--- config.mk ---
export PLATFORM = sky130hd
export DESIGN_NAME = fsh_poll_ctrl
export DESIGN_NICKNAME = d
export VERILOG_FILES = /design/src/include/fsh_poll_pkg.sv /design/src/verilog/fsh_bus_cycle.sv /design/src/verilog/fsh_poll_ctrl.sv
export VERILOG_INCLUDE_DIRS = /design/src /design/src/include
export SDC_FILE = /design/constraint.sdc
export NUM_CORES = 1
export LEC_CHECK = 0
export CAP_MARGIN = 5
export CORE_UTILIZATION = 50
export DETAILED_ROUTE_END_ITERATION = 8
export DONT_BUFFER_PORTS = 1
export PLACE_DENSITY = 0.65
export SYNTH_ARGS = -nofsm -noshare
export SYNTH_HDL_FRONTEND = slang
export SYNTH_SLANG_ARGS = --single-unit
--- constraint.sdc ---
create_clock -name ref_clk -period 2.3 [get_ports ref_clk]
set_input_delay 0.69 -clock ref_clk [delete_from_list [all_inputs] [get_ports ref_clk]]
set_output_delay 0.69 -clock ref_clk [all_outputs]
set_load 0.1 [all_outputs]
--- src/include/fsh_poll_defines.svh ---
`ifndef FSH_POLL_DEFINES_SVH
`define FSH_POLL_DEFINES_SVH
// =====================================================================
// Clock and timing
`define FSH_CLK_NS       4
`define FSH_T_ACC_NS     120
`define FSH_T_WP_NS      40
`define FSH_T_RST_NS     2000
`define FSH_ACC_CYC      ((`FSH_T_ACC_NS + `FSH_CLK_NS - 1) / `FSH_CLK_NS)
`define FSH_WP_CYC       ((`FSH_T_WP_NS + `FSH_CLK_NS - 1) / `FSH_CLK_NS)
`define FSH_RST_CYC      (`FSH_T_RST_NS / `FSH_CLK_NS)
// =====================================================================
// Status word bit positions
`define FSH_BIT_POLL     7
`define FSH_BIT_TOG1     6
`define FSH_BIT_TMO      5
`define FSH_BIT_ERS      3
`define FSH_BIT_TOG2     2
`define FSH_BIT_ABT      1
`define FSH_STAT_MASK    16'h00ee
// =====================================================================
// Command words
`define FSH_CMD_RESET    16'h00f0
`define FSH_UNLK_A1      16'h0555
`define FSH_UNLK_D1      16'h00aa
`define FSH_UNLK_A2      16'h02aa
`define FSH_UNLK_D2      16'h0055
`define FSH_ABT_STEPS    2'h3
`endif

--- src/include/fsh_poll_pkg.sv ---
package fsh_poll_pkg;
  typedef enum logic [8:0] {
    FSH_IDLE = 9'h001,
    FSH_RD1  = 9'h002,
    FSH_RD2  = 9'h004,
    FSH_CHK  = 9'h008,
    FSH_RD3  = 9'h010,
    FSH_RST  = 9'h020,
    FSH_ABT  = 9'h040,
    FSH_WAIT = 9'h080,
    FSH_FIN  = 9'h100
  } fsh_state_t;
  typedef enum logic [2:0] {
    FSH_RES_OK   = 3'h0,
    FSH_RES_TMO  = 3'h1,
    FSH_RES_ABT  = 3'h2,
    FSH_RES_REF  = 3'h3,
    FSH_RES_LEFT = 3'h4
  } fsh_result_t;
endpackage

--- src/verilog/fsh_bus_cycle.sv ---
`timescale 1ns/1ps
`default_nettype none
`include "fsh_poll_defines.svh"
module fsh_bus_cycle
  import fsh_poll_pkg::*;
#(
  parameter int AW      = 26,
  parameter int ACC_CYC = `FSH_ACC_CYC,
  parameter int WP_CYC  = `FSH_WP_CYC
)(
  input  wire logic          ref_clk,
  input  wire logic          reset_n,
  input  wire logic          go,
  input  wire logic          wr,
  input  wire logic [AW-1:0] addr,
  input  wire logic [15:0]   wdata,
  output logic               ack_ff,
  output logic [15:0]        rdata_ff,
  output logic [AW-1:0]      flash_addr_ff,
  output logic               ce_n_ff,
  output logic               oe_n_ff,
  output logic               we_n_ff,
  output logic [15:0]        dq_o_ff,
  output logic               dq_oe_ff,
  input  wire logic [15:0]   dq_i
);
  // ===================================================================
  // One strobed read or write cycle; data lines stay driven one cycle
  // past the write strobe so hold time is met.
  logic       act_ff;
  logic       rec_ff;
  logic       wr_ff;
  logic [7:0] cnt_ff;
  wire  [7:0] lim     = wr_ff ? 8'(WP_CYC) : 8'(ACC_CYC);
  wire        start   = go & ~act_ff & ~rec_ff;
  wire        strobe_end = act_ff & (cnt_ff == lim);

  always_ff @(posedge ref_clk or negedge reset_n)
  begin
    if (!reset_n)
    begin
      act_ff <= 1'b0; rec_ff <= 1'b0; wr_ff <= 1'b0; cnt_ff <= 8'h00;
      ack_ff <= 1'b0; rdata_ff <= 16'h0000; flash_addr_ff <= '0;
      ce_n_ff <= 1'b1; oe_n_ff <= 1'b1; we_n_ff <= 1'b1;
      dq_o_ff <= 16'h0000; dq_oe_ff <= 1'b0;
    end
    else
    begin
      ack_ff <= rec_ff;
      rec_ff <= strobe_end;
      cnt_ff <= start ? 8'h01 : (act_ff ? cnt_ff + 8'h01 : 8'h00);
      if (start)
      begin
        act_ff <= 1'b1; wr_ff <= wr; flash_addr_ff <= addr;
        ce_n_ff <= 1'b0; oe_n_ff <= wr; we_n_ff <= ~wr;
        dq_o_ff <= wdata; dq_oe_ff <= wr;
      end
      if (strobe_end)
      begin
        act_ff <= 1'b0; ce_n_ff <= 1'b1; oe_n_ff <= 1'b1; we_n_ff <= 1'b1;
        if (!wr_ff)
          rdata_ff <= dq_i;
      end
      if (rec_ff)
        dq_oe_ff <= 1'b0;
    end
  end
endmodule // fsh_bus_cycle
`default_nettype wire

--- src/verilog/fsh_poll_ctrl.sv ---
`timescale 1ns/1ps
`default_nettype none
`include "fsh_poll_defines.svh"
// Contract
// - Host reads status twice before toggle decision
// - Still toggling: check timeout flag, recheck toggle
// - Stopped means success; toggling means fail, reset
// - Timeout low: keep polling or restart later
// - After timeout host resets; device returns array
// - Abort recovery uses abort clear command sequence
// - Never read suspended program line
// - Poll at valid target address only
// - Reserved status bits masked as don't care
module fsh_poll_ctrl
  import fsh_poll_pkg::*;
#(
  parameter int AW      = 26,
  parameter int LINE_W  = 8,
  parameter int RST_CYC = `FSH_RST_CYC
)(
  input  wire logic          ref_clk,
  input  wire logic          reset_n,
  input  wire logic          poll_start,
  input  wire logic [AW-1:0] poll_addr,
  input  wire logic          abandon,
  input  wire logic          susp_en,
  input  wire logic [AW-1:0] susp_addr,
  output logic               done_ff,
  output fsh_result_t        result_ff,
  output logic [15:0]        status_ff,
  output logic               busy_ff,
  output logic [AW-1:0]      flash_addr_ff,
  output logic               ce_n_ff,
  output logic               oe_n_ff,
  output logic               we_n_ff,
  output logic [15:0]        dq_o_ff,
  output logic               dq_oe_ff,
  input  wire logic [15:0]   dq_i,
  input  wire logic          ready_busy_n
);
  // ===================================================================
  // Command words of the abort clear sequence
  function automatic logic [15:0] abt_addr(input logic [1:0] step);
    abt_addr = (step == 2'h1) ? `FSH_UNLK_A2 : `FSH_UNLK_A1;
  endfunction
  function automatic logic [15:0] abt_data(input logic [1:0] step);
    abt_data = (step == 2'h0) ? `FSH_UNLK_D1 : ((step == 2'h1) ? `FSH_UNLK_D2 : `FSH_CMD_RESET);
  endfunction

  // ===================================================================
  // State and bus glue
  fsh_state_t   st_ff, nxt_st;
  fsh_result_t  pend_ff, nxt_pend;
  logic [AW-1:0] addr_ff;
  logic [15:0]  d1_ff, d2_ff;
  logic         req_ff, rechk_ff;
  logic [1:0]   step_ff;
  logic [11:0]  wait_ff;
  logic [1:0]   rd_cnt_ff;
  logic         bus_ack;
  logic [15:0]  bus_rdata;

  wire bus_rd_st  = (st_ff == FSH_RD1) | (st_ff == FSH_RD2) | (st_ff == FSH_RD3);
  wire bus_wr_st  = (st_ff == FSH_RST) | (st_ff == FSH_ABT);
  wire bus_go     = (bus_rd_st | bus_wr_st) & ~req_ff & ~bus_ack;
  wire [AW-1:0] cmd_a = (st_ff == FSH_ABT) ? AW'(abt_addr(step_ff)) : addr_ff;
  wire [15:0]   cmd_d = (st_ff == FSH_ABT) ? abt_data(step_ff) : `FSH_CMD_RESET;
  wire [AW-1:0] go_addr = bus_wr_st ? cmd_a : addr_ff;
  // A poll aimed at a suspended program line would read invalid data
  wire susp_hit   = susp_en & (poll_addr[AW-1:LINE_W] == susp_addr[AW-1:LINE_W]);
  wire toggling   = d1_ff[`FSH_BIT_TOG1] ^ d2_ff[`FSH_BIT_TOG1];
  wire tmo_seen   = d2_ff[`FSH_BIT_TMO];
  wire abt_seen   = d2_ff[`FSH_BIT_ABT];
  wire wait_over  = ready_busy_n | (wait_ff >= 12'(RST_CYC));

  fsh_bus_cycle #(.AW(AW)) u_bus (
    .ref_clk       (ref_clk),
    .reset_n       (reset_n),
    .go            (bus_go),
    .wr            (bus_wr_st),
    .addr          (go_addr),
    .wdata         (cmd_d),
    .ack_ff        (bus_ack),
    .rdata_ff      (bus_rdata),
    .flash_addr_ff (flash_addr_ff),
    .ce_n_ff       (ce_n_ff),
    .oe_n_ff       (oe_n_ff),
    .we_n_ff       (we_n_ff),
    .dq_o_ff       (dq_o_ff),
    .dq_oe_ff      (dq_oe_ff),
    .dq_i          (dq_i)
  );

  // ===================================================================
  // Toggle-bit algorithm
  always_comb
  begin
    nxt_st   = st_ff;
    nxt_pend = pend_ff;
    case (st_ff)
      FSH_IDLE: if (poll_start) nxt_st = susp_hit ? FSH_FIN : FSH_RD1;
      FSH_RD1:  if (bus_ack) nxt_st = FSH_RD2;
      FSH_RD2:  if (bus_ack) nxt_st = FSH_CHK;
      FSH_RD3:  if (bus_ack) nxt_st = FSH_CHK;
      FSH_CHK:
      begin
        if (!toggling)
        begin
          nxt_st = FSH_FIN;
          nxt_pend = FSH_RES_OK;
        end
        // Either flag may come from array data of a read that straddled
        // completion, so the toggle is read once more before acting on it
        else if (abt_seen || tmo_seen)
        begin
          nxt_st = !rechk_ff ? FSH_RD3 : (abt_seen ? FSH_ABT : FSH_RST);
          nxt_pend = abt_seen ? FSH_RES_ABT : FSH_RES_TMO;
        end
        else if (abandon)
        begin
          nxt_st = FSH_FIN;
          nxt_pend = FSH_RES_LEFT;
        end
        else
          nxt_st = FSH_RD1;
      end
      FSH_RST:  if (bus_ack) nxt_st = FSH_WAIT;
      FSH_ABT:  if (bus_ack && step_ff == `FSH_ABT_STEPS - 2'h1) nxt_st = FSH_WAIT;
      FSH_WAIT: if (wait_over) nxt_st = FSH_FIN;
      FSH_FIN:  nxt_st = FSH_IDLE;
      default:  nxt_st = FSH_IDLE;
    endcase
  end

  always_ff @(posedge ref_clk or negedge reset_n)
  begin
    if (!reset_n)
    begin
      st_ff <= FSH_IDLE; pend_ff <= FSH_RES_OK; addr_ff <= '0;
      d1_ff <= 16'h0000; d2_ff <= 16'h0000; req_ff <= 1'b0;
      rechk_ff <= 1'b0; step_ff <= 2'h0; wait_ff <= 12'h000;
    end
    else
    begin
      st_ff   <= nxt_st;
      pend_ff <= (st_ff == FSH_IDLE) ? (susp_hit ? FSH_RES_REF : FSH_RES_OK) : nxt_pend;
      req_ff  <= bus_go | (req_ff & ~bus_ack);
      if (st_ff == FSH_IDLE && poll_start)
        addr_ff <= poll_addr;
      if (bus_ack && st_ff == FSH_RD1)
        d1_ff <= bus_rdata;
      if (bus_ack && (st_ff == FSH_RD2 || st_ff == FSH_RD3))
      begin
        d2_ff <= bus_rdata;
        d1_ff <= (st_ff == FSH_RD3) ? d2_ff : d1_ff;
      end
      rechk_ff <= (st_ff == FSH_IDLE || st_ff == FSH_RD1) ? 1'b0 : (rechk_ff | (st_ff == FSH_RD3));
      step_ff  <= (st_ff != FSH_ABT) ? 2'h0 : step_ff + 2'(bus_ack);
      wait_ff  <= (st_ff == FSH_WAIT) ? wait_ff + 12'h001 : 12'h000;
    end
  end

  // ===================================================================
  // Results; reserved status bits are never passed on
  always_ff @(posedge ref_clk or negedge reset_n)
  begin
    if (!reset_n)
    begin
      done_ff <= 1'b0; result_ff <= FSH_RES_OK; status_ff <= 16'h0000; busy_ff <= 1'b0;
    end
    else
    begin
      done_ff <= (st_ff == FSH_FIN);
      busy_ff <= (nxt_st != FSH_IDLE);
      if (st_ff == FSH_FIN)
        result_ff <= pend_ff;
      if (st_ff == FSH_CHK)
        status_ff <= d2_ff & `FSH_STAT_MASK;
    end
  end

  // ===================================================================
  // Checks
  always_ff @(posedge ref_clk or negedge reset_n)
  begin
    if (!reset_n)
      rd_cnt_ff <= 2'h0;
    else if (st_ff == FSH_IDLE || (st_ff == FSH_CHK && nxt_st == FSH_RD1))
      rd_cnt_ff <= 2'h0;
    else if (bus_ack && bus_rd_st && rd_cnt_ff != 2'h3)
      rd_cnt_ff <= rd_cnt_ff + 2'h1;
  end
endmodule // fsh_poll_ctrl
`default_nettype wire

After elaboration in Yosys (flattened, before gate mapping)
Cells that the tools add are included.
{ "word_totals": {"n_memories": 0, "regBits": 146, "ram_bits": 0, "wordCells": 127, "latchBits": 0, "mem_bits_ro": 0, "out_inout_bits": 67} }
{ "classes": {"shifts": 0, "n_mux": 44, "eq_ne": 17, "addsub": 3, "order_cmp": 1, "n_reduce_logical": 16, "mul": 0, "div": 0, "n_bitwise": 21} }
{ "op_table": {"columns": ["cell", "count"], "rows": [
  ["$mux 9", 10],
  ["$pmux 9 s7", 1],
  ["$mux 26", 2],
  ["$mux 8", 5],
  ["$mux 7", 5],
  ["$eq 18x18->1", 1],
  ["$mux 3", 5],
  ["$add 12x1->12 const B", 1],
  ["$ge 12x9->1 const B", 1],
  ["$mux 12", 1],
  ["$mux 11", 1],
  ["$mux 1", 10],
  ["$eq 9x1->1 const B", 1],
  ["$eq 9x2->1 const B", 1],
  ["$eq 9x3->1 const B", 1],
  ["$eq 9x4->1 const B", 1],
  ["$eq 9x5->1 const B", 1],
  ["$eq 9x6->1 const B", 1],
  ["$eq 9x7->1 const B", 1],
  ["$eq 9x8->1 const B", 1],
  ["$eq 9x9->1 const B", 1],
  ["$ne 9x1->1 const B", 1],
  ["$ne 9x7->1 const B", 1],
  ["$add 8x1->8 const B", 1],
  ["18 further kinds", 47]
]} }

Depth between registers and ports, before layout
Gate-level depths: netlist (run 1).
{ "depth": {"word_depth": 10, "depth_mapped": 7, "depth_no_buf": 7} }

Hierarchy
Synthesis (run 1) repeated with hierarchy kept, for this count alone.
{ "unflattened": {"cells_unflattened": 647, "hier_area_um2": 6824.0} }
{ "modules_own_cells": {"columns": ["module", "area_each_um2", "n_inst", "cells_per_inst"], "rows": [
  ["fsh_poll_ctrl", 3901.2, 1, 370],
  ["fsh_bus_cycle", 2922.8, 1, 277]
]} }

Worst setup path before layout (run 1)
No wires, ideal clock.
{ "synth_timing": {"path_kind": "flip-flop to flip-flop", "from": "register st_ff[3]", "to": "register addr_ff[10]", "t_arrival_ns": 1.988, "required_ns": 2.175, "slack_ns": 0.187, "setup_time_ns": 0.125, "synth_period_minus_slack_ns": 2.113, "stages_incl_launch_ff": 6, "cell_sequence": "dfrtp_1 or4_4 nor4b_4 nand2_4 buf_6 mux2_4"} }
{ "synth_between": {"elab_chain_len": 2} }
{ "synth_rtl": {"columns": ["item", "line", "rtl"], "rows": [
  ["start, declared", "fsh_poll_ctrl.sv:52", "fsh_state_t st_ff, nxt_st;"],
  ["start signal, assigned", "fsh_poll_ctrl.sv:145", "st_ff <= nxt_st;"],
  ["$eq 9x1->1", "fsh_poll_ctrl.sv:148", "if (st_ff == FSH_IDLE && poll_start)"],
  ["$logic_and 1x1->1", "fsh_poll_ctrl.sv:148", null],
  ["end signal, assigned", "fsh_poll_ctrl.sv:149", "addr_ff <= poll_addr;"],
  ["end, declared", "fsh_poll_ctrl.sv:54", "logic [AW-1:0] addr_ff;"]
]} }
No other way between the ends.
A chain may end at the register's enable or synchronous reset.

Final worst setup path (run 1)
{ "layout_timing": {"from": "register st_ff[2]", "to": "register addr_ff[8]"} }
Same word-level chain as after synthesis.

==> results.toml, run 1 <==
[outcome]
status = "finished with violations"
violations = "hold timing"

[die]
ios = 141
fp.coreArea_um2 = 11000
row_count = 38
die_h_um = 109
die_x_um = 109
dieArea_um2 = 11800
start_util_pct = 51.8

[place]
gp_congestion = 0.897
port_buffers = 0
dp.cells = 685
hpwlAfterDp_um = 7850

[finish]
antenna_cells = 0
flow.area_growth_from_synthesis_pct = 19.5
mostFrequentLayoutCell = "dfrtp_1"
layout.cells.non_filler = 718
fin_nets = 644
mostFrequentLayoutCells = "dfrtp_1 (116), nand2_1 (71), buf_4 (52)"
drive_gt1_share_pct = 26.1

[routing]
avgRoutedWirePerCell_um = 16.0
route.final.wire_length_um = 11500
ant_nets = 0
first_iter_violations = 185
num_vias = 3826
vias_per_cell = 5.33
drc = 0
drtPass1Iterations = 6

[setup_path]
worstPathMaxFanout = 28
path_class = "register to register"
worstPathArrival_ns = 2.45
crit_path_top_delay_cell = "or4_4"
path_cells = "or4_4, nor4b_4, nand2_4, buf_12, mux2_4"
crit_path_end_kind = "register"
cp_data_required_time_ns = 2.60
critPathMaxStageDelay_ns = 0.62
worstSetupStartpointType = "register"

[synthesis]
ys.flop_type = "dfrtp_1"
synth_edf_count = 0
syn_inst = 512
syn_area_um2 = 5690
synth_cell_type_count = 51
synth_largest_area_cell = "dfrtp_1"
async_flop_share_pct = 100
ys_ff_latch = 124
yosysSeqAreaShare_pct = 54.6
yosys_warnings = 0
synth_area_leaders = "dfrtp_1 (53%), mux2_2 (5.5%), mux2_4 (4.7%)"
syn_avg_cell_area_um2 = 11.1
synth_top_area_share_pct = 52.7

[cts]
clock_path_buffers = 2
cts.sinks = 124
tritoncts = "yes"
cts.clk_slew.worst_paths_ns = 0.05
cts_max_level = 4
clock_latency_ns = 0.42
cts_buffers = 17
cts_root_buf = "clkbuf_16"

[sta]
hold_ws_ns = -0.0278
rsz0062_at_grt = "false"
relSlewSlack_pct = 35.8
worst_pin_slew_ns = 0.964
hold_viol = 120
setup-violations-final = 0
report.final.slew_viol_count = 0
setup_tns_ns = 0
max_freq_ghz = 0.464
min_period_ns = 2.16
clock_skew_ns = 0.00585
min_period_over_period_pct = 93.7

[grt]
grt_max_degree = 125
grt_pass1_vias = 3958
antenna_found_initial = 0
grt_use_total_pct = 21.4
overflow = 0
grt_pass1_wl_um = 19100

[power]
p_leak_nw = 3.31
power_density_nw_per_um2 = 1410
peakVddDrop_uv = 1070

[flow_run]
maxCapViolCount = 0

[worst_hold_path]
hold_class = "input pin to asynchronous set/reset pin"
where the power goes:
group          total (mW)  internal, mW  switching (mW)
logic                3.77         0.990            2.78
registers            3.08          2.74           0.341
clock network        2.75          1.85           0.901
total                9.61          5.58            4.03
kinds of logic after synthesis:
kind of cell / share of synthesized area, %
AND/OR/NAND/NOR: 15.7
flip-flops: 54.6
AO/OA/AOI/OAI: 6.79
buffers and inverters: 5.41
multiplexers: 10.5
XOR/XNOR: 5.84
adder cells (fa/ha/maj): 1.10
other: 0.0659
what timing repair did:
item / 4_1_cts / 5_1_grt
setup buffers: 0 / 1
hold endpoints to repair: 120 / 120
endpoints found under the setup margin: 0 / 6
resized for setup: 0 / 1
area by class of cell:
cell class / instances / area [µm²]
sequential: 124 / 3110
inverter: 15 / 56.3
clock buffer: 27 / 553
multi-input combinational: 351 / 2360
timing repair buffer: 56 / 470
fill: 862 / 4180
clock inverter: 5 / 75.1
tap: 140 / 175
flip-flops by register name, indices dropped and copies added, names as in the netlist, 2 cells and up:
signal and flops:
step_ff 2, status_ff 6, wait_ff 12, u_bus.flash_addr_ff 26
addr_ff 26, d2_ff 6, result_ff 3, u_bus.cnt_ff 8
u_bus.dq_o_ff 4, st_ff 9, pend_ff 3, u_bus.rdata_ff 6
worst max-delay path, delay by kind of cell, from the launching register on:
family	cells	cell delay (ns)
muxes	1	0.31
and+or+nand+nor	3	1.06
DFF	1	0.45
buffers and inverters	1	0.18
cells in the mapped netlist, types with 2 or more instances:
cell and instances:
dfrtp_1 120, nand2_1 71, nor2_1 40, mux2_2 28, o21ai_0 27, xor2_1 24
buf_4 23, mux2_4 18, nand3_1 15, inv_1 14, xnor2_1 14, a21oi_1 11
clkbuf_1 11, nor4_1 9, nand4_1 8, o31ai_1 7, nor3_1 6, ha_1 5
o21ai_1 5, or3_1 5, and2_1 4, dfstp_2 4, nor2b_1 4, and3_1 3
buf_2 3, nand3b_1 3, a21o_1 2, a32oi_1 2, buf_6 2, nor4b_4 2
o41ai_1 2
stage by stage:
step           area, µm²  hold WS (ns)  total power, mW  utilization, %  setup WS [ns]
2_1_floorplan       5760         0.375             6.17               -          0.187
3_3_place_gp        6160         0.387             6.81            56.1          0.157
3_5_place_dp        6160         0.393             6.89            56.1          0.103
4_1_cts             6790       -0.0469             9.67            61.8         0.0763
5_1_grt             6810       -0.0511             10.0            62.0         0.0162
6_report            6810       -0.0278             9.61            62.0          0.144
metal layers:
layer  up-vias  share of wire [%]  global-route usage (%)
met3        20                7.1                    7.89
met1      1862                 42                    26.3
met5         -                  0                       0
li1       1818                  -                       -
met2       126                 49                    34.0
met4         0                1.7                    8.98
path summary, 6_finish.rpt:
| path | startpoint | to | cells after the start | slack, ns |
|---|---|---|---|---|
| max reg2reg | st_ff[2] | addr_ff[8] | 5 | 0.14 |
| min in group ref_clk | poll_start | st_ff[0] | 1 | 0.36 |
| min | reset_n | addr_ff[2] | 0 | -0.03 |
| min reg2reg | u_bus.rec_ff | u_bus.ack_ff | 0 | 0.40 |
| max | st_ff[2] | addr_ff[8] | 5 | 0.14 |
| max in group asynchronous | reset_n | st_ff[0] | 0 | 2.13 |
No activity file was read; power rests on OpenSTA's default activity.
==> inputs of run 2 (changes only) <==
--- a/config.mk
+++ b/config.mk
@@ -7,10 +7,11 @@
 export NUM_CORES = 1
 export LEC_CHECK = 0
 export CAP_MARGIN = 5
+export CORE_MARGIN = 4
 export CORE_UTILIZATION = 50
 export DETAILED_ROUTE_END_ITERATION = 8
 export DONT_BUFFER_PORTS = 1
-export PLACE_DENSITY = 0.65
+export PLACE_DENSITY = 0.64
 export SYNTH_ARGS = -nofsm -noshare
 export SYNTH_HDL_FRONTEND = slang
 export SYNTH_SLANG_ARGS = --single-unit
==> results.toml, run 2 (synthesized netlist as in run 1, its figures left out) <==
[grt]
grt_pass1_wl_um = 19800
grt_use_total_pct = 19.5
antenna_found_initial = 0
grt_max_degree = 125
overflow = 0
grt_pass1_vias = 4043

[setup_path]
critPathMaxStageDelay_ns = 0.60
crit_path_top_delay_cell = "or4_4"
cp_data_required_time_ns = 2.62
worstSetupStartpointType = "register"
path_cells = "or4_4, nor4b_4, o31ai_4, buf_12, o31ai_1"
worstPathMaxFanout = 22
critPathTopFamily = "simple AND/OR/NAND/NOR gates"
crit_path_end_kind = "register"
worstPathArrival_ns = 2.44
path_class = "register to register"
r2r_slack_ns = 0.18
path_buf_inv = 1

[finish]
drive_gt1_share_pct = 26.5
flow.area_growth_from_synthesis_pct = 19.6
reg_top3 = "addr_ff: 26 flops, u_bus.flash_addr_ff: 26 flops, wait_ff: 12 flops"
mostFrequentLayoutCell = "dfrtp_1"
mostFrequentLayoutCells = "dfrtp_1 (116), nand2_1 (71), buf_4 (56)"
antenna_cells = 0
fillerInstances = 878
multiInputGateArea_um2 = 2360
fin_nets = 648
layout.cells.non_filler = 722
ff_latch_area_um2 = 3110

[sta]
min_period_over_period_pct = 92.1
relSlewSlack_pct = 36.5
setup-violations-final = 0
min_period_ns = 2.12
max_freq_ghz = 0.472
hold_viol = 111
setup_ws_ns = 0.181
rsz0062_at_grt = "false"
hold_ws_ns = -0.0347
setup_tns_ns = 0
report.final.slew_viol_count = 0
worst_pin_slew_ns = 0.953
clock_skew_ns = 0.00954

[flow_run]
maxCapViolCount = 0

[outcome]
violations = "hold timing"
status = "finished with violations"

[die]
die_h_um = 115
ios = 141
fp.coreArea_um2 = 11000
start_util_pct = 51.8
dieArea_um2 = 13200
row_count = 38
die_x_um = 115

[place]
place_worst_setup_slack_ns = 0.200
dp.cells = 690
port_buffers = 0
hpwlAfterDp_um = 8450
gp_congestion = 0.841

[power]
peakVddDrop_uv = 1040
total_power_mw = 9.56
power_density_nw_per_um2 = 1400
p_leak_nw = 3.30

[cts]
clock_path_buffers = 2
cts_max_level = 4
tritoncts = "yes"
cts_root_buf = "clkbuf_16"
post_cts_resized = 0
cts.sinks = 124
cts.clk_slew.worst_paths_ns = 0.05
clock_latency_ns = 0.42
cts_buffers = 17

[routing]
route.final.wire_length_um = 12100
num_vias = 3790
drc = 0
vias_per_cell = 5.25
ant_nets = 0
drtPass1Iterations = 4
first_iter_violations = 178
avgRoutedWirePerCell_um = 16.7

[worst_hold_path]
hold_class = "input pin to asynchronous set/reset pin"
==> run 2: worst paths after layout <==
path	startpoint	endpoint	depth (start not counted)
max	st_ff[2]	u_bus.flash_addr_ff[10]	5
min	reset_n	status_ff[2]	0
max reg2reg	st_ff[2]	u_bus.flash_addr_ff[10]	5
min reg2reg	u_bus.rec_ff	u_bus.ack_ff	0
max in group asynchronous	reset_n	u_bus.we_n_ff	0
min in group ref_clk	poll_start	st_ff[0]	1
==> run 2: per-layer routing <==
metal  wire length (µm)  track usage (%)
met5                  0                0
met4                153             7.12
met3                921             8.09
met2               6080             31.8
met1               4920             23.4
==> run 2: layout make-up <==
cell class / count / area share (%)
timing repair buffer: 60 / 7.35
inverter: 15 / 0.827
multi-input combinational: 351 / 34.6
tap: 140 / 2.57
sequential: 124 / 45.7
clock buffer: 23 / 7.31
clock inverter: 9 / 1.62
==> run 2: repair_timing <==
action,CTS,global route
endpoints found under the setup margin,0,0
endpoints found under the hold margin,120,120
buffers inserted,0,0
==> run 2: power by group <==
group          internal, mW  switching (mW)  total [mW]
registers              2.74           0.340        3.08
clock network          1.73           0.944        2.68
logic                  1.00            2.80        3.80
==> run 2: stage by stage <==
step                      utilization (%)  cell area, µm²
after floorplan                         -            5760
after global placement               56.5            6200
after detailed placement             56.5            6200
after CTS                            62.0            6810
after global routing                 62.0            6810
final                                62.0            6810
